**src/common/sirq_pkg.sv**
```systemverilog
`default_nettype none

package sirq_pkg;

	// ==========================================================
	// Sizes
	localparam int unsigned SRC_COUNT = 8;
	localparam int unsigned ADDR_W = 8;
	localparam int unsigned DATA_W = 8;
	localparam int unsigned PIN_COUNT = 2;

	// ==========================================================
	// Register map
	localparam logic [7:0] ADDR_SOURCE_ENABLE = 8'h2D;
	localparam logic [7:0] ADDR_PIN_ROUTING = 8'h2E;
	localparam logic [7:0] RESET_SOURCE_ENABLE = 8'h00;
	localparam logic [7:0] RESET_PIN_ROUTING = 8'h00;
	localparam logic [7:0] READ_UNMAPPED = 8'h00;

	// ==========================================================
	// Source bit positions, shared by enable and routing
	localparam int unsigned BIT_SLEEP = 7;
	localparam int unsigned BIT_FIFO = 6;
	localparam int unsigned BIT_TRANSIENT = 5;
	localparam int unsigned BIT_ORIENT = 4;
	localparam int unsigned BIT_PULSE = 3;
	localparam int unsigned BIT_FREEFALL = 2;
	localparam int unsigned BIT_VECM = 1;
	localparam int unsigned BIT_DATA_READY = 0;

	// ==========================================================
	// Routing and pin encodings
	localparam logic ROUTE_TO_SECOND = 1'b0;
	localparam logic ROUTE_TO_FIRST = 1'b1;
	localparam int unsigned PIN_IDX_FIRST = 0;
	localparam int unsigned PIN_IDX_SECOND = 1;
	localparam logic POLARITY_ACTIVE_LOW = 1'b0;
	// Pin level during reset: deasserted for the default active-low polarity
	localparam logic PIN_RESET_LEVEL = 1'b1;

	// ==========================================================
	// Event flags from the detectors, packed in register bit order
	typedef struct packed {
		logic sleep_wake;
		logic fifo;
		logic transient;
		logic orient;
		logic pulse;
		logic freefall;
		logic vecm;
		logic data_ready;
	} sirq_src_t;

	// Register access request
	typedef struct packed {
		logic [7:0] addr;
		logic wr;
		logic rd;
		logic [7:0] wdata;
	} sirq_reg_req_t;

endpackage

`default_nettype wire

```
**src/hw/sirq_top.sv**
```systemverilog
`default_nettype none

// ==========================================================
// Interrupt enable and pin routing for the acceleration events
module sirq_top #(
	parameter int unsigned SRC_W = sirq_pkg::SRC_COUNT
) (
	input wire logic clock,
	input wire logic reset_n,
	input wire sirq_pkg::sirq_reg_req_t reg_req,
	output logic [sirq_pkg::DATA_W-1:0] reg_rdata,
	output logic reg_hit,
	input wire sirq_pkg::sirq_src_t src_flags,
	input wire logic irq_active_high,
	output logic irq_pin_first,
	output logic irq_pin_second,
	output logic [SRC_W-1:0] pending_first,
	output logic [SRC_W-1:0] pending_second
);

	// ==========================================================
	// Address decoding
	// Used by both the write path and the read path
	function automatic logic addr_is(
		input logic [sirq_pkg::ADDR_W-1:0] addr,
		input logic [sirq_pkg::ADDR_W-1:0] target
	);
		addr_is = (addr == target);
	endfunction

	logic sel_enable;
	logic sel_routing;
	logic wr_enable;
	logic wr_routing;
	logic any_sel;

	// Only the two documented offsets respond here; the magnetic enables
	// and the polarity bit belong to other registers
	assign sel_enable = addr_is(reg_req.addr, sirq_pkg::ADDR_SOURCE_ENABLE);
	assign sel_routing = addr_is(reg_req.addr, sirq_pkg::ADDR_PIN_ROUTING);
	assign any_sel = sel_enable | sel_routing;
	assign wr_enable = reg_req.wr & sel_enable;
	assign wr_routing = reg_req.wr & sel_routing;

	// ==========================================================
	// Registers
	logic [SRC_W-1:0] source_enable_q;
	logic [SRC_W-1:0] source_enable_d;
	logic [SRC_W-1:0] pin_routing_q;
	logic [SRC_W-1:0] pin_routing_d;

	// Full-byte writes; every bit is read/write
	assign source_enable_d = wr_enable ? reg_req.wdata[SRC_W-1:0] : source_enable_q;
	assign pin_routing_d = wr_routing ? reg_req.wdata[SRC_W-1:0] : pin_routing_q;

	// Both registers clear to zero: all sources off, all routed second pin
	always_ff @(posedge clock or negedge reset_n) begin
		if (!reset_n) begin
			source_enable_q <= sirq_pkg::RESET_SOURCE_ENABLE[SRC_W-1:0];
			pin_routing_q <= sirq_pkg::RESET_PIN_ROUTING[SRC_W-1:0];
		end else begin
			source_enable_q <= source_enable_d;
			pin_routing_q <= pin_routing_d;
		end
	end

	// ==========================================================
	// Read path
	logic [sirq_pkg::DATA_W-1:0] rdata_sel;
	logic [sirq_pkg::DATA_W-1:0] rdata_q;
	logic [sirq_pkg::DATA_W-1:0] rdata_d;
	logic hit_q;
	logic hit_d;

	// Unmapped reads return zero rather than stale data
	assign rdata_sel = sel_enable ? sirq_pkg::DATA_W'(source_enable_q) :
		sel_routing ? sirq_pkg::DATA_W'(pin_routing_q) :
		sirq_pkg::READ_UNMAPPED;
	assign rdata_d = reg_req.rd ? rdata_sel : rdata_q;
	assign hit_d = (reg_req.rd | reg_req.wr) & any_sel;

	// Read data held until the next read
	always_ff @(posedge clock or negedge reset_n) begin
		if (!reset_n) begin
			rdata_q <= sirq_pkg::READ_UNMAPPED;
			hit_q <= 1'b0;
		end else begin
			rdata_q <= rdata_d;
			hit_q <= hit_d;
		end
	end

	assign reg_rdata = rdata_q;
	assign reg_hit = hit_q;

	// ==========================================================
	// Source flags in register bit order
	logic [SRC_W-1:0] flags_vec;

	// Explicit placement keeps the struct order tied to the bit constants
	assign flags_vec[sirq_pkg::BIT_SLEEP] = src_flags.sleep_wake;
	assign flags_vec[sirq_pkg::BIT_FIFO] = src_flags.fifo;
	assign flags_vec[sirq_pkg::BIT_TRANSIENT] = src_flags.transient;
	assign flags_vec[sirq_pkg::BIT_ORIENT] = src_flags.orient;
	assign flags_vec[sirq_pkg::BIT_PULSE] = src_flags.pulse;
	assign flags_vec[sirq_pkg::BIT_FREEFALL] = src_flags.freefall;
	assign flags_vec[sirq_pkg::BIT_VECM] = src_flags.vecm;
	assign flags_vec[sirq_pkg::BIT_DATA_READY] = src_flags.data_ready;

	// ==========================================================
	// Pin routers
	// Each enabled source lands on exactly one pin, because the two
	// routers take complementary routing codes from the same bit
	logic [sirq_pkg::PIN_COUNT-1:0] pin_level;
	logic [SRC_W-1:0] pin_pending [sirq_pkg::PIN_COUNT];

	genvar p;
	generate
		for (p = 0; p < sirq_pkg::PIN_COUNT; p++) begin : g_pin
			sirq_pin_route #(
				.WIDTH(SRC_W),
				.SELECT_CODE((p == sirq_pkg::PIN_IDX_FIRST) ?
					sirq_pkg::ROUTE_TO_FIRST : sirq_pkg::ROUTE_TO_SECOND)
			) u_route (
				.clock(clock),
				.reset_n(reset_n),
				.flags(flags_vec),
				.enable(source_enable_q),
				.route(pin_routing_q),
				.active_high(irq_active_high),
				.pin(pin_level[p]),
				.pending(pin_pending[p])
			);
		end
	endgenerate

	// ==========================================================
	// Outputs
	assign irq_pin_first = pin_level[sirq_pkg::PIN_IDX_FIRST];
	assign irq_pin_second = pin_level[sirq_pkg::PIN_IDX_SECOND];
	assign pending_first = pin_pending[sirq_pkg::PIN_IDX_FIRST];
	assign pending_second = pin_pending[sirq_pkg::PIN_IDX_SECOND];

endmodule

`default_nettype wire

```
**src/hw/sirq_pin_route.sv**
```systemverilog
`default_nettype none

// ==========================================================
// One interrupt pin: collects enabled sources routed here
module sirq_pin_route #(
	parameter int unsigned WIDTH = 8,
	parameter logic SELECT_CODE = 1'b1
) (
	input wire logic clock,
	input wire logic reset_n,
	input wire logic [WIDTH-1:0] flags,
	input wire logic [WIDTH-1:0] enable,
	input wire logic [WIDTH-1:0] route,
	input wire logic active_high,
	output logic pin,
	output logic [WIDTH-1:0] pending
);

	logic [WIDTH-1:0] route_match;
	logic [WIDTH-1:0] pending_d;
	logic hit;
	logic pin_d;
	logic pin_q;
	logic [WIDTH-1:0] pending_q;

	// Source belongs to this pin when its routing bit equals our code
	assign route_match = (SELECT_CODE == 1'b1) ? route : ~route;
	assign pending_d = flags & enable & route_match;
	assign hit = |pending_d;
	// Polarity applied last so both pins always agree on it
	assign pin_d = active_high ? hit : ~hit;

	// Registered pin and pending view
	always_ff @(posedge clock or negedge reset_n) begin
		if (!reset_n) begin
			pin_q <= sirq_pkg::PIN_RESET_LEVEL;
			pending_q <= '0;
		end else begin
			pin_q <= pin_d;
			pending_q <= pending_d;
		end
	end

	assign pin = pin_q;
	assign pending = pending_q;

endmodule

`default_nettype wire

```
**config.mk**
```make
export PLATFORM = sky130hd
export DESIGN_NAME = sirq_top
export DESIGN_NICKNAME = d
export VERILOG_FILES = /design/src/common/sirq_pkg.sv /design/src/hw/sirq_top.sv /design/src/hw/sirq_pin_route.sv
export SDC_FILE = /design/constraint.sdc
export NUM_CORES = 1
export LEC_CHECK = 0
export ABC_CLOCK_PERIOD_IN_PS = 1240
export BUFFER_PORTS_ARGS = -buffer_cell sky130_fd_sc_hd__buf_2
export CORE_UTILIZATION = 49
export DETAILED_ROUTE_END_ITERATION = 16
export GPL_TIMING_DRIVEN = 1
export PLACE_DENSITY = 0.79
export SYNTH_ARGS = -nofsm -noshare
export SYNTH_HDL_FRONTEND = slang
export SYNTH_SLANG_ARGS = --single-unit
```
**constraint.sdc**
```tcl
create_clock -name clock -period 1.24 [get_ports clock]
set_input_delay 0.248 -clock clock [delete_from_list [all_inputs] [get_ports clock]]
set_output_delay 0.248 -clock clock [all_outputs]
set_load 0.02 [all_outputs]
```
---- Word level (Yosys, flattened, before mapping) ----
Index checks and enable logic that the tools add are counted.
cells by class
  equal/unequal tests ..................... 2
  bitwise gates (word level) .............. 11
  reductions and logical operators ........ 2
  multiplexer cells ....................... 4
operators with widths
  cell                                                             number
  8-bit AND                                                        3
  8-bit by 6-bit == test with 1-bit output, second input constant  2
  8-bit 2-to-1 mux                                                 2
  8-bit OR reduction                                               2
  8-bit inverter                                                   1
  1-bit AND                                                        3
  1-bit 2-to-1 mux                                                 2
  1-bit inverter                                                   2
  1-bit OR                                                         2
storage, ports and cells
  logic and storage cells ................. 27
  bits of input ports ..................... 29
  register bits ........................... 43
  output and inout port bits .............. 27

---- Depth between registers and ports, before layout ----
Gate-level depths: netlist of run 1.
  word-level depth ........................ 5
  mapped depth ............................ 5
  depth with buffers taken out ............ 4

---- Cells and area by module ----
Synthesis of run 1 repeated with hierarchy kept, for this count alone.
second synthesis, totals
  cell total of the unflattened synthesis .. 130
  area total of the unflattened synthesis .. 1749.2 µm²
by module, submodules not included
  module                             seq. area each (µm²)  cells each  instances  area each (µm²)
  sirq_top                           625.6                 78          1          1079.8
  sirq_pin_route (g_pin[1].u_route)  226.5                 31          1          335.3
  sirq_pin_route (g_pin[0].u_route)  226.5                 21          1          334.1

---- Worst setup path after synthesis of run 1 ----
No wires, ideal clock.
  kind .................................... input to register
  from .................................... input port reg_req[14] (netlist name)
  to ...................................... register source_enable_q[0]
  data required time ...................... 1115 ps
  path buffers ............................ 1
  stages .................................. 5
  data arrival time ....................... 1325 ps
  setup slack ............................. -209 ps
  library setup time ...................... 125 ps
  path through ............................ nor4b_1 > and3_1 > and3_2 > buf_4 > mux2_2
between the ends
  cells in the longest elaborated chain, start to end .. 2
ends and longest elaborated chain
  element                                   line            RTL
  start, declared                           sirq_top.sv:10  input wire sirq_pkg::sirq_reg_req_t reg_req,
  8-bit by 6-bit == test with 1-bit output  sirq_top.sv:28  addr_is = (addr == target);
  1-bit AND                                 sirq_top.sv:42  assign wr_enable = reg_req.wr & sel_enable;
  end signal, assigned                      sirq_top.sv:59  source_enable_q <= sirq_pkg::RESET_SOURCE_ENABLE[SRC_W-1:0];
  end signal, assigned                      sirq_top.sv:62  source_enable_q <= source_enable_d;
  end, declared                             sirq_top.sv:47  logic [SRC_W-1:0] source_enable_q;
Every way passes these cells.
A chain may end at the register's enable or synchronous reset.

---- Worst setup path after layout of run 1 ----
  from .................................... register pin_routing_q[0]
  to ...................................... register g_pin[0].u_route.pin_q
between the ends
  cells in the longest elaborated chain, start to end .. 4
ends and longest elaborated chain
  element                            line                  RTL
  start, declared                    sirq_top.sv:49        logic [SRC_W-1:0] pin_routing_q;
  start signal, assigned             sirq_top.sv:60        pin_routing_q <= sirq_pkg::RESET_PIN_ROUTING[SRC_W-1:0];
  start signal, assigned             sirq_top.sv:63        pin_routing_q <= pin_routing_d;
  8-bit AND *                        sirq_pin_route.sv:28  assign pending_d = flags & enable & route_match;
  via g_pin[0].u_route.pending_d[0]  sirq_pin_route.sv:20  logic [WIDTH-1:0] pending_d;
  8-bit OR reduction *               sirq_pin_route.sv:29  assign hit = |pending_d;
  1-bit inverter                     sirq_pin_route.sv:31  assign pin_d = active_high ? hit : ~hit;
  1-bit 2-to-1 mux *                 sirq_pin_route.sv:31
  via g_pin[0].u_route.pin_d         sirq_pin_route.sv:22  logic pin_d;
  end signal, assigned               sirq_pin_route.sv:36  pin_q <= sirq_pkg::PIN_RESET_LEVEL;
  end signal, assigned               sirq_pin_route.sv:39  pin_q <= pin_d;
  end, declared                      sirq_pin_route.sv:23  logic pin_q;
Mark *: on every way through the listed nets, which the timed path passes. The rest lies on a longest branch.

==> out/metrics.cfg, run 1 <==
[sta]
finalCritPeriodShare_pct=102
holdWs_ns=0.0486
worst_pin_slew_ns=0.264
finalWorstSetupSlack_ns=-0.0284
hold_viol=0
fmax_mhz=788
fin_worst_skew_ns=0.00904
rsz0062_at_grt=yes
fin_crit_ns=1.27
relSlewSlack_pct=82.4
setup_violations=4
setup-tns-final_ns=-0.0702
maxSlewViolCount=0

[run]
drv_cap=0

[placed_design]
post-dp-hpwl_um=2820
portBuffers=55
dpl_worst_slack_ns=-0.318
gp_congestion=0.787

[power]
pwr-share-seq_pct=60.1
share_comb_of_total_power_pct=11.5
clockPowerShare_pct=28.5
leakagePower_nw=1.31
intPower_mw=1.87
ir_drop_mv=0.792
power.switching_uw=592
power.density_nw_per_um2=1040
swShare_pct=24.1

[synth]
syn-num-nets=164
synth_top_area_cell=dfrtp_1
synth_area_leaders=dfrtp_1, mux2_2, a22o_1
ys_ff_latch=43
synth.top_cell.area_share_pct=59.9
yosysUniqueCellTypes=25
synth_area_um2=1710
avgSynthCellArea_um2=12.7
ys_warn_count=0
yosysSeqAreaShare_pct=63.0
syn_inst=135

[final_layout]
drive_gt1_share_pct=52.8
fin_nets=244
n_antenna_cell=0
area_delta_synth_final_pct=38.1
fill_cells=245

[critical_path]
worstSetupEndpointType=flip-flop
cp.arrival_ns=1.56
r2r-start=pin_routing_q[0]$_DFFE_PN0P_
crit_type=flip-flop to flip-flop
cp-startpoint=pin_routing_q[0]$_DFFE_PN0P_
cp-start-kind=flip-flop
crit_fanout=4
cp.required_ns=1.53

[clock_tree]
cts-htree-levels=2
insertion_delay_ns=0.36
cts_made_buffers=5
clk_path_buf_depth=2
clk_pin_slew_worst_paths_ns=0.12
cts_tree=done
ctsRootBufferMaster=clkbuf_4
cts.sinks=43

[floorplanning]
io_pins=56
core.rowCount=21
initial_core_util_pct=51.3
core_um2=3340
die_x_um=61.1
die_area_um2=3730
die_h_um=61.1

[global_routing]
grt_max_degree=44
grt_pass1_wl_um=5780
antenna_found_initial=0
grt_remaining_overflow=0
grt_pass1_vias=1192
grt.total_usage_pct=22.9

[routing]
drt_iter0_markers=36
viasPerCell=5.06
drc=0
first_pass_iters=4
num_vias=1326
antenna_left=0
totalWireLength_um=3880
post_drt_wl_per_cell_um=14.8

[status]
violations=negative setup slack
status=finished, violations left

[hold_path]
hold_path_class=input pin to flip-flop
hp-start=irq_active_high

cells in the mapped netlist:
| cell type | count |
|---|---|
| a22o_1 | 8 |
| and3_1 | 9 |
| and3_2 | 1 |
| buf_2 | 2 |
| buf_4 | 1 |
| buf_6 | 1 |
| clkbuf_1 | 1 |
| dfrtp_1 | 41 |
| dfstp_2 | 2 |
| inv_1 | 11 |
| mux2_2 | 16 |
| nand2_1 | 6 |
| nand3_1 | 8 |
| nand3_4 | 1 |
| nand3b_1 | 3 |
| nor2_1 | 5 |
| nor2b_1 | 2 |
| nor4_1 | 3 |
| nor4b_1 | 1 |
| o2111ai_1 | 1 |
| o21ai_0 | 8 |
| o221a_2 | 1 |
| o22ai_1 | 1 |
| xnor2_1 | 1 |
| xor2_1 | 1 |
state kept, by name, indices dropped and copies added (netlist names):
name                   cells
reg_hit                    1
reg_rdata                  8
g_pin.u_route.pin          2
g_pin.u_route.pending     16
source_enable_q            8
pin_routing_q              8
path summary, 6_finish.rpt:
| kind | end | slack (ns) | cells after the start |
|---|---|---|---|
| min in group asynchronous | g_pin[1].u_route.pending[3]$_DFF_PN0_ | 0.37 | 3 |
| setup reg to reg | g_pin[0].u_route.pin$_DFF_PN1_ | -0.03 | 4 |
| hold / removal | g_pin[0].u_route.pin$_DFF_PN1_ | 0.05 | 2 |
| hold reg to reg | g_pin[1].u_route.pending[6]$_DFF_PN0_ | 0.49 | 1 |
| max in group asynchronous | g_pin[0].u_route.pin$_DFF_PN1_ | 0.60 | 3 |
| setup / recovery | g_pin[0].u_route.pin$_DFF_PN1_ | -0.03 | 4 |
power by group through the flow:
| stage | combinational (mW) | sequential (mW) | clock, mW |
|---|---|---|---|
| after floorplan | 0.0790 | 1.52 | 0 |
| after global placement | 0.240 | 1.50 | 0 |
| after detailed placement | 0.249 | 1.50 | 0 |
| after CTS | 0.267 | 1.48 | 0.711 |
| after global routing | 0.305 | 1.48 | 0.767 |
| final | 0.282 | 1.48 | 0.700 |
logic make-up (layout without fill, tap and decap cells):
logic type	count (synthesis)	in the layout	synth area share [%]
DFF	43	43	63.0
AOI/OAI and AO/OA	19	19	7.97
xor gates and xnor gates	2	2	1.02
muxes	16	16	10.5
buffers and inverters	16	97	4.31
and+or+nand+nor	39	39	13.2
cells in the final DEF (no fill, tap or decap), types with 2 or more instances in the layout:
| cell type | synthesis | routed |
|---|---|---|
| and3_1 | 9 | 6 |
| mux2_2 | 16 | 8 |
| dfrtp_1 | 41 | 41 |
| nor4_2 | 0 | 2 |
| o21ai_0 | 8 | 8 |
| mux2_4 | 0 | 8 |
| clkbuf_4 | 0 | 5 |
| buf_4 | 1 | 21 |
| nand3b_1 | 3 | 3 |
| nand2_1 | 6 | 5 |
| nor2b_1 | 2 | 2 |
| a22o_1 | 8 | 8 |
| dfstp_2 | 2 | 2 |
| nor2_1 | 5 | 5 |
| buf_2 | 2 | 53 |
| nand3_1 | 8 | 8 |
| buf_6 | 1 | 2 |
| inv_1 | 11 | 11 |
| and3_4 | 0 | 4 |
metrics by stage:
stage	utilization [%]	area, um2	cells	power, mW
after floorplan	-	1760	135	1.60
after global placement	65.7	2190	248	1.74
after detailed placement	65.7	2190	248	1.75
after CTS	68.8	2300	258	2.45
after global routing	70.8	2360	262	2.56
final	70.8	2360	262	2.46
final cells by class:
class	instances	area, um2	share of cell area, %
Tap cell	46	57.6	2.44
Sequential cell	43	1080	45.6
Multi-Input combinational cell	76	651	27.5
Clock inverter	1	5.00	0.212
Inverter	11	41.3	1.75
Clock buffer	7	55.1	2.33
Timing Repair Buffer	78	475	20.1
layer usage:
metal | global-route usage [%] | wire [um] | vias up
li1 | - | - | 635
met1 | 27.9 | 1590 | 655
met2 | 37.6 | 2060 | 28
met3 | 6.51 | 147 | 8
met4 | 11.4 | 73 | 0
met5 | 0 | 0 | -
critical path, cell delays in order (launching register included):
cell and delay [ns]:
dfrtp_1 0.45, and3_4 0.21, nor4_2 0.28, nand2_1 0.10, xnor2_1 0.16
timing repair:
action | CTS | global route
gates cloned | 0 | 0
buffers inserted | 2 | 4
pin swaps | 4 | 7
resized for setup | 7 | 6
hold buffers | 1 | 0
hold endpoints to repair | 41 | 0
endpoints found under the setup margin | 4 | 4
No activity file was read; power rests on OpenSTA's default activity.
==> run 2, diff against run 1 <==
--- a/config.mk
+++ b/config.mk
@@ -7,10 +7,10 @@
 export LEC_CHECK = 0
 export ABC_CLOCK_PERIOD_IN_PS = 1240
 export BUFFER_PORTS_ARGS = -buffer_cell sky130_fd_sc_hd__buf_2
-export CORE_UTILIZATION = 49
+export CORE_UTILIZATION = 30
 export DETAILED_ROUTE_END_ITERATION = 16
 export GPL_TIMING_DRIVEN = 1
-export PLACE_DENSITY = 0.79
+export PLACE_DENSITY = 0.53
 export SYNTH_ARGS = -nofsm -noshare
 export SYNTH_HDL_FRONTEND = slang
 export SYNTH_SLANG_ARGS = --single-unit
==> run 2 against run 1 <==
  * The flow now finishes without violations
  * Hold slack better by 0.062 ns
  * Global-route usage shrank 8.7 points
  * Flip-flop and latch count stayed put
  * Die area is 61% higher
  * Largest power group unchanged
  * Highest routed layer unchanged
==> out/metrics.cfg, run 2 (synthesis results as in run 1) <==
[status]
status=finished, final reports clean

[run]
drv_cap=0  ; unchanged

[global_routing]
grt_pass1_wl_um=6350  ; +9.9%
grt.total_usage_pct=14.2  ; -8.7 points
grt_max_degree=31  ; -30%
grt_remaining_overflow=0  ; unchanged
antenna_found_initial=0  ; unchanged
grt_pass1_vias=1283  ; +7.6%

[power]
intPower_mw=2.21  ; +19%
power.switching_uw=669  ; +13%
pwr-share-seq_pct=51.0  ; -9.1 points
share_comb_of_total_power_pct=11.0  ; -0.5 points
power.density_nw_per_um2=1130  ; +8.2%
p_total_mw=2.88  ; +17%
ir_drop_mv=0.471  ; -41%
swShare_pct=23.2  ; -0.86 points
leakagePower_nw=1.39  ; +6.3%
clockPowerShare_pct=38.0  ; +9.5 points

[hold_path]
hp-start=irq_active_high
hold_path_class=input pin to flip-flop

[critical_path]
critical-path-max-stage-delay_ns=0.52  ; +0.07 ns
cpLargestDelayFamily=flip-flops
cp_cell_sequence=buf_2
critPathSlowestCell=dfstp_2
crit_fanout=1  ; -3
cp-start-kind=flip-flop
cp.arrival_ns=0.96  ; -0.60 ns
r2r-start=pin_routing_q[5]$_DFFE_PN0P_
worst-path-buf-inv=1  ; +1
crit_type=flip-flop to output pin
worstSetupEndpointType=output pin
cp.required_ns=0.99  ; -0.54 ns
cp-startpoint=g_pin[0].u_route.pin$_DFF_PN1_

[final_layout]
seqCellArea_um2=1080  ; unchanged
final_cell_area_um2=2560  ; +8.4%
stdcell_count=295  ; +13%
drive_gt1_share_pct=56.5  ; +3.7 points
multiInputGateArea_um2=694  ; +6.7%
fin_nets=251  ; +2.9%
final_common_cell=buf_2
largest_reg_flops=16  ; unchanged
n_antenna_cell=0  ; unchanged
final_core_util_pct=46.5  ; -24 points
area_delta_synth_final_pct=49.6
fill_cells=528  ; +120%
final_cell_mix=buf_2, dfrtp_1, buf_4, inv_1

[sta]
setup-tns-final_ns=0  ; +0.0702 ns
rsz0062_at_grt=yes
finalWorstSetupSlack_ns=0.0292  ; +0.0576 ns
fmax_mhz=826  ; +4.8%
finalCritPeriodShare_pct=97.6  ; -4.6 points
maxSlewViolCount=0  ; unchanged
fin_crit_ns=1.21  ; -0.0576 ns
holdWs_ns=0.111  ; +0.0624 ns
worst_pin_slew_ns=0.392  ; +0.128 ns
relSlewSlack_pct=73.8  ; -8.6 points
fin_worst_skew_ns=0.0111  ; +0.00211 ns
setup_violations=0  ; -4
hold_viol=0  ; unchanged

[floorplanning]
die_x_um=77.5  ; +27%
die_area_um2=6010  ; +61%
initial_core_util_pct=31.1  ; -20 points
core_um2=5510  ; +65%
core.rowCount=27  ; +29%
io_pins=56  ; unchanged
die_h_um=77.5  ; +27%

[clock_tree]
ctsRootBufferMaster=clkbuf_8
clk_path_buf_depth=2  ; unchanged
cts.sinks=43  ; unchanged
cts_made_buffers=5  ; unchanged
cts_tree=done
clk_pin_slew_worst_paths_ns=0.09  ; -0.03 ns
insertion_delay_ns=0.30  ; -0.06 ns
cts-htree-levels=2  ; unchanged

[placed_design]
placed_area_um2=2270  ; +3.4%
portBuffers=55  ; unchanged
post-dp-hpwl_um=2860  ; +1.2%
dp_cells=278  ; +12%
dpl_worst_slack_ns=-0.297  ; +0.0212 ns
gp_congestion=0.692  ; -12%

[routing]
totalWireLength_um=4030  ; +3.9%
antenna_left=0  ; unchanged
first_pass_iters=4  ; unchanged
drc=0  ; unchanged
post_drt_wl_per_cell_um=13.7  ; -7.7%
num_vias=1317  ; -0.68%
drt_iter0_markers=30  ; -17%
viasPerCell=4.46  ; -12%

## run 2: layout make-up
class	count	area share [%]
Multi-Input combinational cell	76	27.1
Tap cell	72	3.52
Sequential cell	43	42.1
Timing Repair Buffer	85	21.3
Clock buffer	5	2.69
Inverter	11	1.61
Clock inverter	3	1.71
## run 2: path summary, 6_finish.rpt
check | endpoint | slack, ns | depth (start not counted)
worst max-delay path | irq_pin_first | 0.03 | 1
max in group asynchronous | reg_rdata[0]$_DFFE_PN0P_ | 0.36 | 3
min in group asynchronous | g_pin[1].u_route.pending[4]$_DFF_PN0_ | 0.39 | 2
worst min-delay path | g_pin[0].u_route.pin$_DFF_PN1_ | 0.11 | 2
worst max register to register | g_pin[0].u_route.pin$_DFF_PN1_ | 0.06 | 4
worst min register to register | g_pin[1].u_route.pending[6]$_DFF_PN0_ | 0.52 | 1
## run 2: power groups by stage
| stage | clock (mW) | combinational (mW) | sequential, mW |
|---|---|---|---|
| global placement | 0 | 0.268 | 1.50 |
| detailed placement | 0 | 0.269 | 1.50 |
| finish | 1.10 | 0.317 | 1.47 |
| CTS | 1.12 | 0.279 | 1.47 |
| global route | 1.19 | 0.347 | 1.48 |
| floorplan | 0 | 0.0790 | 1.52 |
## run 2: what timing repair did
item                                   in CTS  in global routing
buffers inserted                            1                  8
pin swaps                                   1                 11
hold buffers                                1                  0
gates resized for setup                     4                 18
setup endpoints to repair                   2                 10
endpoints found under the hold margin      11                  0
## run 2: layer usage
layer	global-route usage, %	vias to the layer above	wire length [um]
li1	-	648	-
met2	22.7	39	1980
met4	6.23	0	70
met1	18.0	624	1820
met5	0	-	0
met3	3.65	6	157
==> run 3, diff against run 2 <==
--- a/config.mk
+++ b/config.mk
@@ -5,12 +5,13 @@
 export SDC_FILE = /design/constraint.sdc
 export NUM_CORES = 1
 export LEC_CHECK = 0
-export ABC_CLOCK_PERIOD_IN_PS = 1240
 export BUFFER_PORTS_ARGS = -buffer_cell sky130_fd_sc_hd__buf_2
 export CORE_UTILIZATION = 30
+export CTS_CLUSTER_DIAMETER = 80
 export DETAILED_ROUTE_END_ITERATION = 16
 export GPL_TIMING_DRIVEN = 1
 export PLACE_DENSITY = 0.53
+export RECOVER_POWER = 100
 export SYNTH_ARGS = -nofsm -noshare
 export SYNTH_HDL_FRONTEND = slang
 export SYNTH_SLANG_ARGS = --single-unit
==> run 3 against run 2 <==
  * Core utilization is 1.2 points lower
  * Clock skew decreased by 0.00075 ns
  * Sequential power hardly changed
  * Flip-flop and latch count stayed put
  * Register-to-register slack about the same
  * Largest power group unchanged
  * Worst setup slack better by 0.0017 ns
  * Hold slack about the same
  * Non-clock buffer count did not move
  * Die area stayed put
==> out/metrics.cfg, run 3 (synthesis results as in run 1) <==
[final_layout]
drive_gt1_share_pct=44.4  ; -12 points
fin_nets=251  ; unchanged
largest_reg_flops=16  ; unchanged
multiInputGateArea_um2=694  ; unchanged
final_cell_mix=dfrtp_1, buf_2, clkbuf_1, buf_4, inv_1
n_antenna_cell=0  ; unchanged
fill_cells=554  ; +4.9%
area_delta_synth_final_pct=45.8
final_common_cell=dfrtp_1
stdcell_count=295  ; unchanged
seqCellArea_um2=1080  ; unchanged
final_cell_area_um2=2490  ; -2.6%
final_core_util_pct=45.3  ; -1.2 points

[sta]
fin_crit_ns=1.21  ; -0.00166 ns
rsz0062_at_grt=yes
worst_pin_slew_ns=0.392  ; unchanged
fmax_mhz=827  ; +0.14%
maxSlewViolCount=0  ; unchanged
relSlewSlack_pct=73.8  ; unchanged
fin_worst_skew_ns=0.0104  ; -0.000753 ns
hold_viol=0  ; unchanged
setup_violations=0  ; unchanged
finalCritPeriodShare_pct=97.5  ; -0.13 points

[power]
power.density_nw_per_um2=1150  ; +2.1%
ir_drop_mv=0.468  ; -0.50%
p_total_mw=2.87  ; -0.59%
leakagePower_nw=1.27  ; -9.1%

[global_routing]
antenna_found_initial=0  ; unchanged
grt.total_usage_pct=14.2  ; unchanged
grt_pass1_vias=1283  ; unchanged
grt_max_degree=31  ; unchanged
grt_pass1_wl_um=6350  ; unchanged
grt_remaining_overflow=0  ; unchanged

[critical_path]
crit_type=flip-flop to output pin
cp-start-kind=flip-flop
cp.arrival_ns=0.96  ; about the same
critical-path-max-stage-delay_ns=0.52  ; about the same
cp.required_ns=0.99  ; about the same
crit_fanout=1  ; unchanged
cpLargestDelayFamily=flip-flops
worst-path-buf-inv=1  ; unchanged
critPathSlowestCell=dfstp_2
cp_cell_sequence=buf_2
worstSetupEndpointType=output pin

[floorplanning]
die_area_um2=6010  ; unchanged
die_x_um=77.5  ; unchanged
die_h_um=77.5  ; unchanged
initial_core_util_pct=31.1  ; unchanged
core.rowCount=27  ; unchanged
io_pins=56  ; unchanged
core_um2=5510  ; unchanged

[routing]
post_drt_wl_per_cell_um=13.7  ; +0.45%
first_pass_iters=4  ; unchanged
totalWireLength_um=4050  ; +0.45%
drc=0  ; unchanged
drt_iter0_markers=27  ; -10%
antenna_left=0  ; unchanged
num_vias=1309  ; -0.61%
viasPerCell=4.44  ; -0.61%

[clock_tree]
cts_tree=done
cts-htree-levels=2  ; unchanged
cts.sinks=43  ; unchanged
insertion_delay_ns=0.29  ; about the same
cts_made_buffers=5  ; unchanged
clk_path_buf_depth=2  ; unchanged
ctsRootBufferMaster=clkbuf_8
clk_pin_slew_worst_paths_ns=0.09  ; about the same

[run]
drv_cap=0  ; unchanged

[placed_design]
gp_congestion=0.692  ; unchanged
portBuffers=55  ; unchanged
dp_cells=278  ; unchanged
post-dp-hpwl_um=2860  ; unchanged
placed_area_um2=2270  ; unchanged

[status]
status=finished, final reports clean

[hold_path]
hold_path_class=input pin to flip-flop

## run 3: repair_timing
| item | CTS | global route |
|---|---|---|
| pin swaps | 1 | 11 |
| setup buffers | 1 | 8 |
| hold buffers | 1 | 0 |
| endpoints found under the hold margin | 11 | 0 |
| resized for setup | 4 | 18 |
| endpoints found under the setup margin | 2 | 10 |
## run 3: cell type report
cell class / instances / area share, %
Clock buffer: 5 / 2.76
Clock inverter: 3 / 1.76
Inverter: 11 / 1.65
Multi-Input combinational cell: 76 / 27.8
Sequential cell: 43 / 43.2
Tap cell: 72 / 3.61
Timing Repair Buffer: 85 / 19.2
## run 3: metal layers
layer  vias up  GRT usage (%)  share of wire (%)
met3         6           3.65                4.0
li1        650              -                  -
met2        37           22.7                 48
met1       616           18.0                 46
met5         -              0                  0
met4         0           6.23                1.7
## run 3: report_power, final
group	total [mW]	internal (mW)	switching (mW)	leakage, nW
registers	1.47	1.45	0.0221	0.590
clock network	1.09	0.600	0.494	0.0581
logic	0.302	0.152	0.150	0.618
total	2.87	2.20	0.666	1.27
## run 3: worst paths after layout
kind                            depth (start not counted)  slack, ns                            from                                    end
worst min-delay path                                    2       0.11                 irq_active_high         g_pin[0].u_route.pin$_DFF_PN1_
worst max-delay path                                    1       0.03  g_pin[0].u_route.pin$_DFF_PN1_                          irq_pin_first
max in group asynchronous                               3       0.13                         reset_n               reg_rdata[0]$_DFFE_PN0P_
min in group asynchronous                               2       0.39                         reset_n  g_pin[1].u_route.pending[4]$_DFF_PN0_
worst max register to register                          4       0.06    pin_routing_q[5]$_DFFE_PN0P_         g_pin[0].u_route.pin$_DFF_PN1_
worst min register to register                          1       0.52    pin_routing_q[6]$_DFFE_PN0P_  g_pin[1].u_route.pending[6]$_DFF_PN0_
## run 3: stage by stage
| stage | TNS [ns] | hold WS (ns) | setup WS (ns) |
|---|---|---|---|
| floorplan | -1.91 | -0.0476 | -0.161 |
| global placement | -4.46 | 0.169 | -0.265 |
| detailed placement | -5.43 | 0.177 | -0.297 |
| CTS | -0.0185 | 0.113 | -0.0185 |
| global route | -0.142 | 0.102 | -0.0111 |
| finish | 0 | 0.111 | 0.0309 |
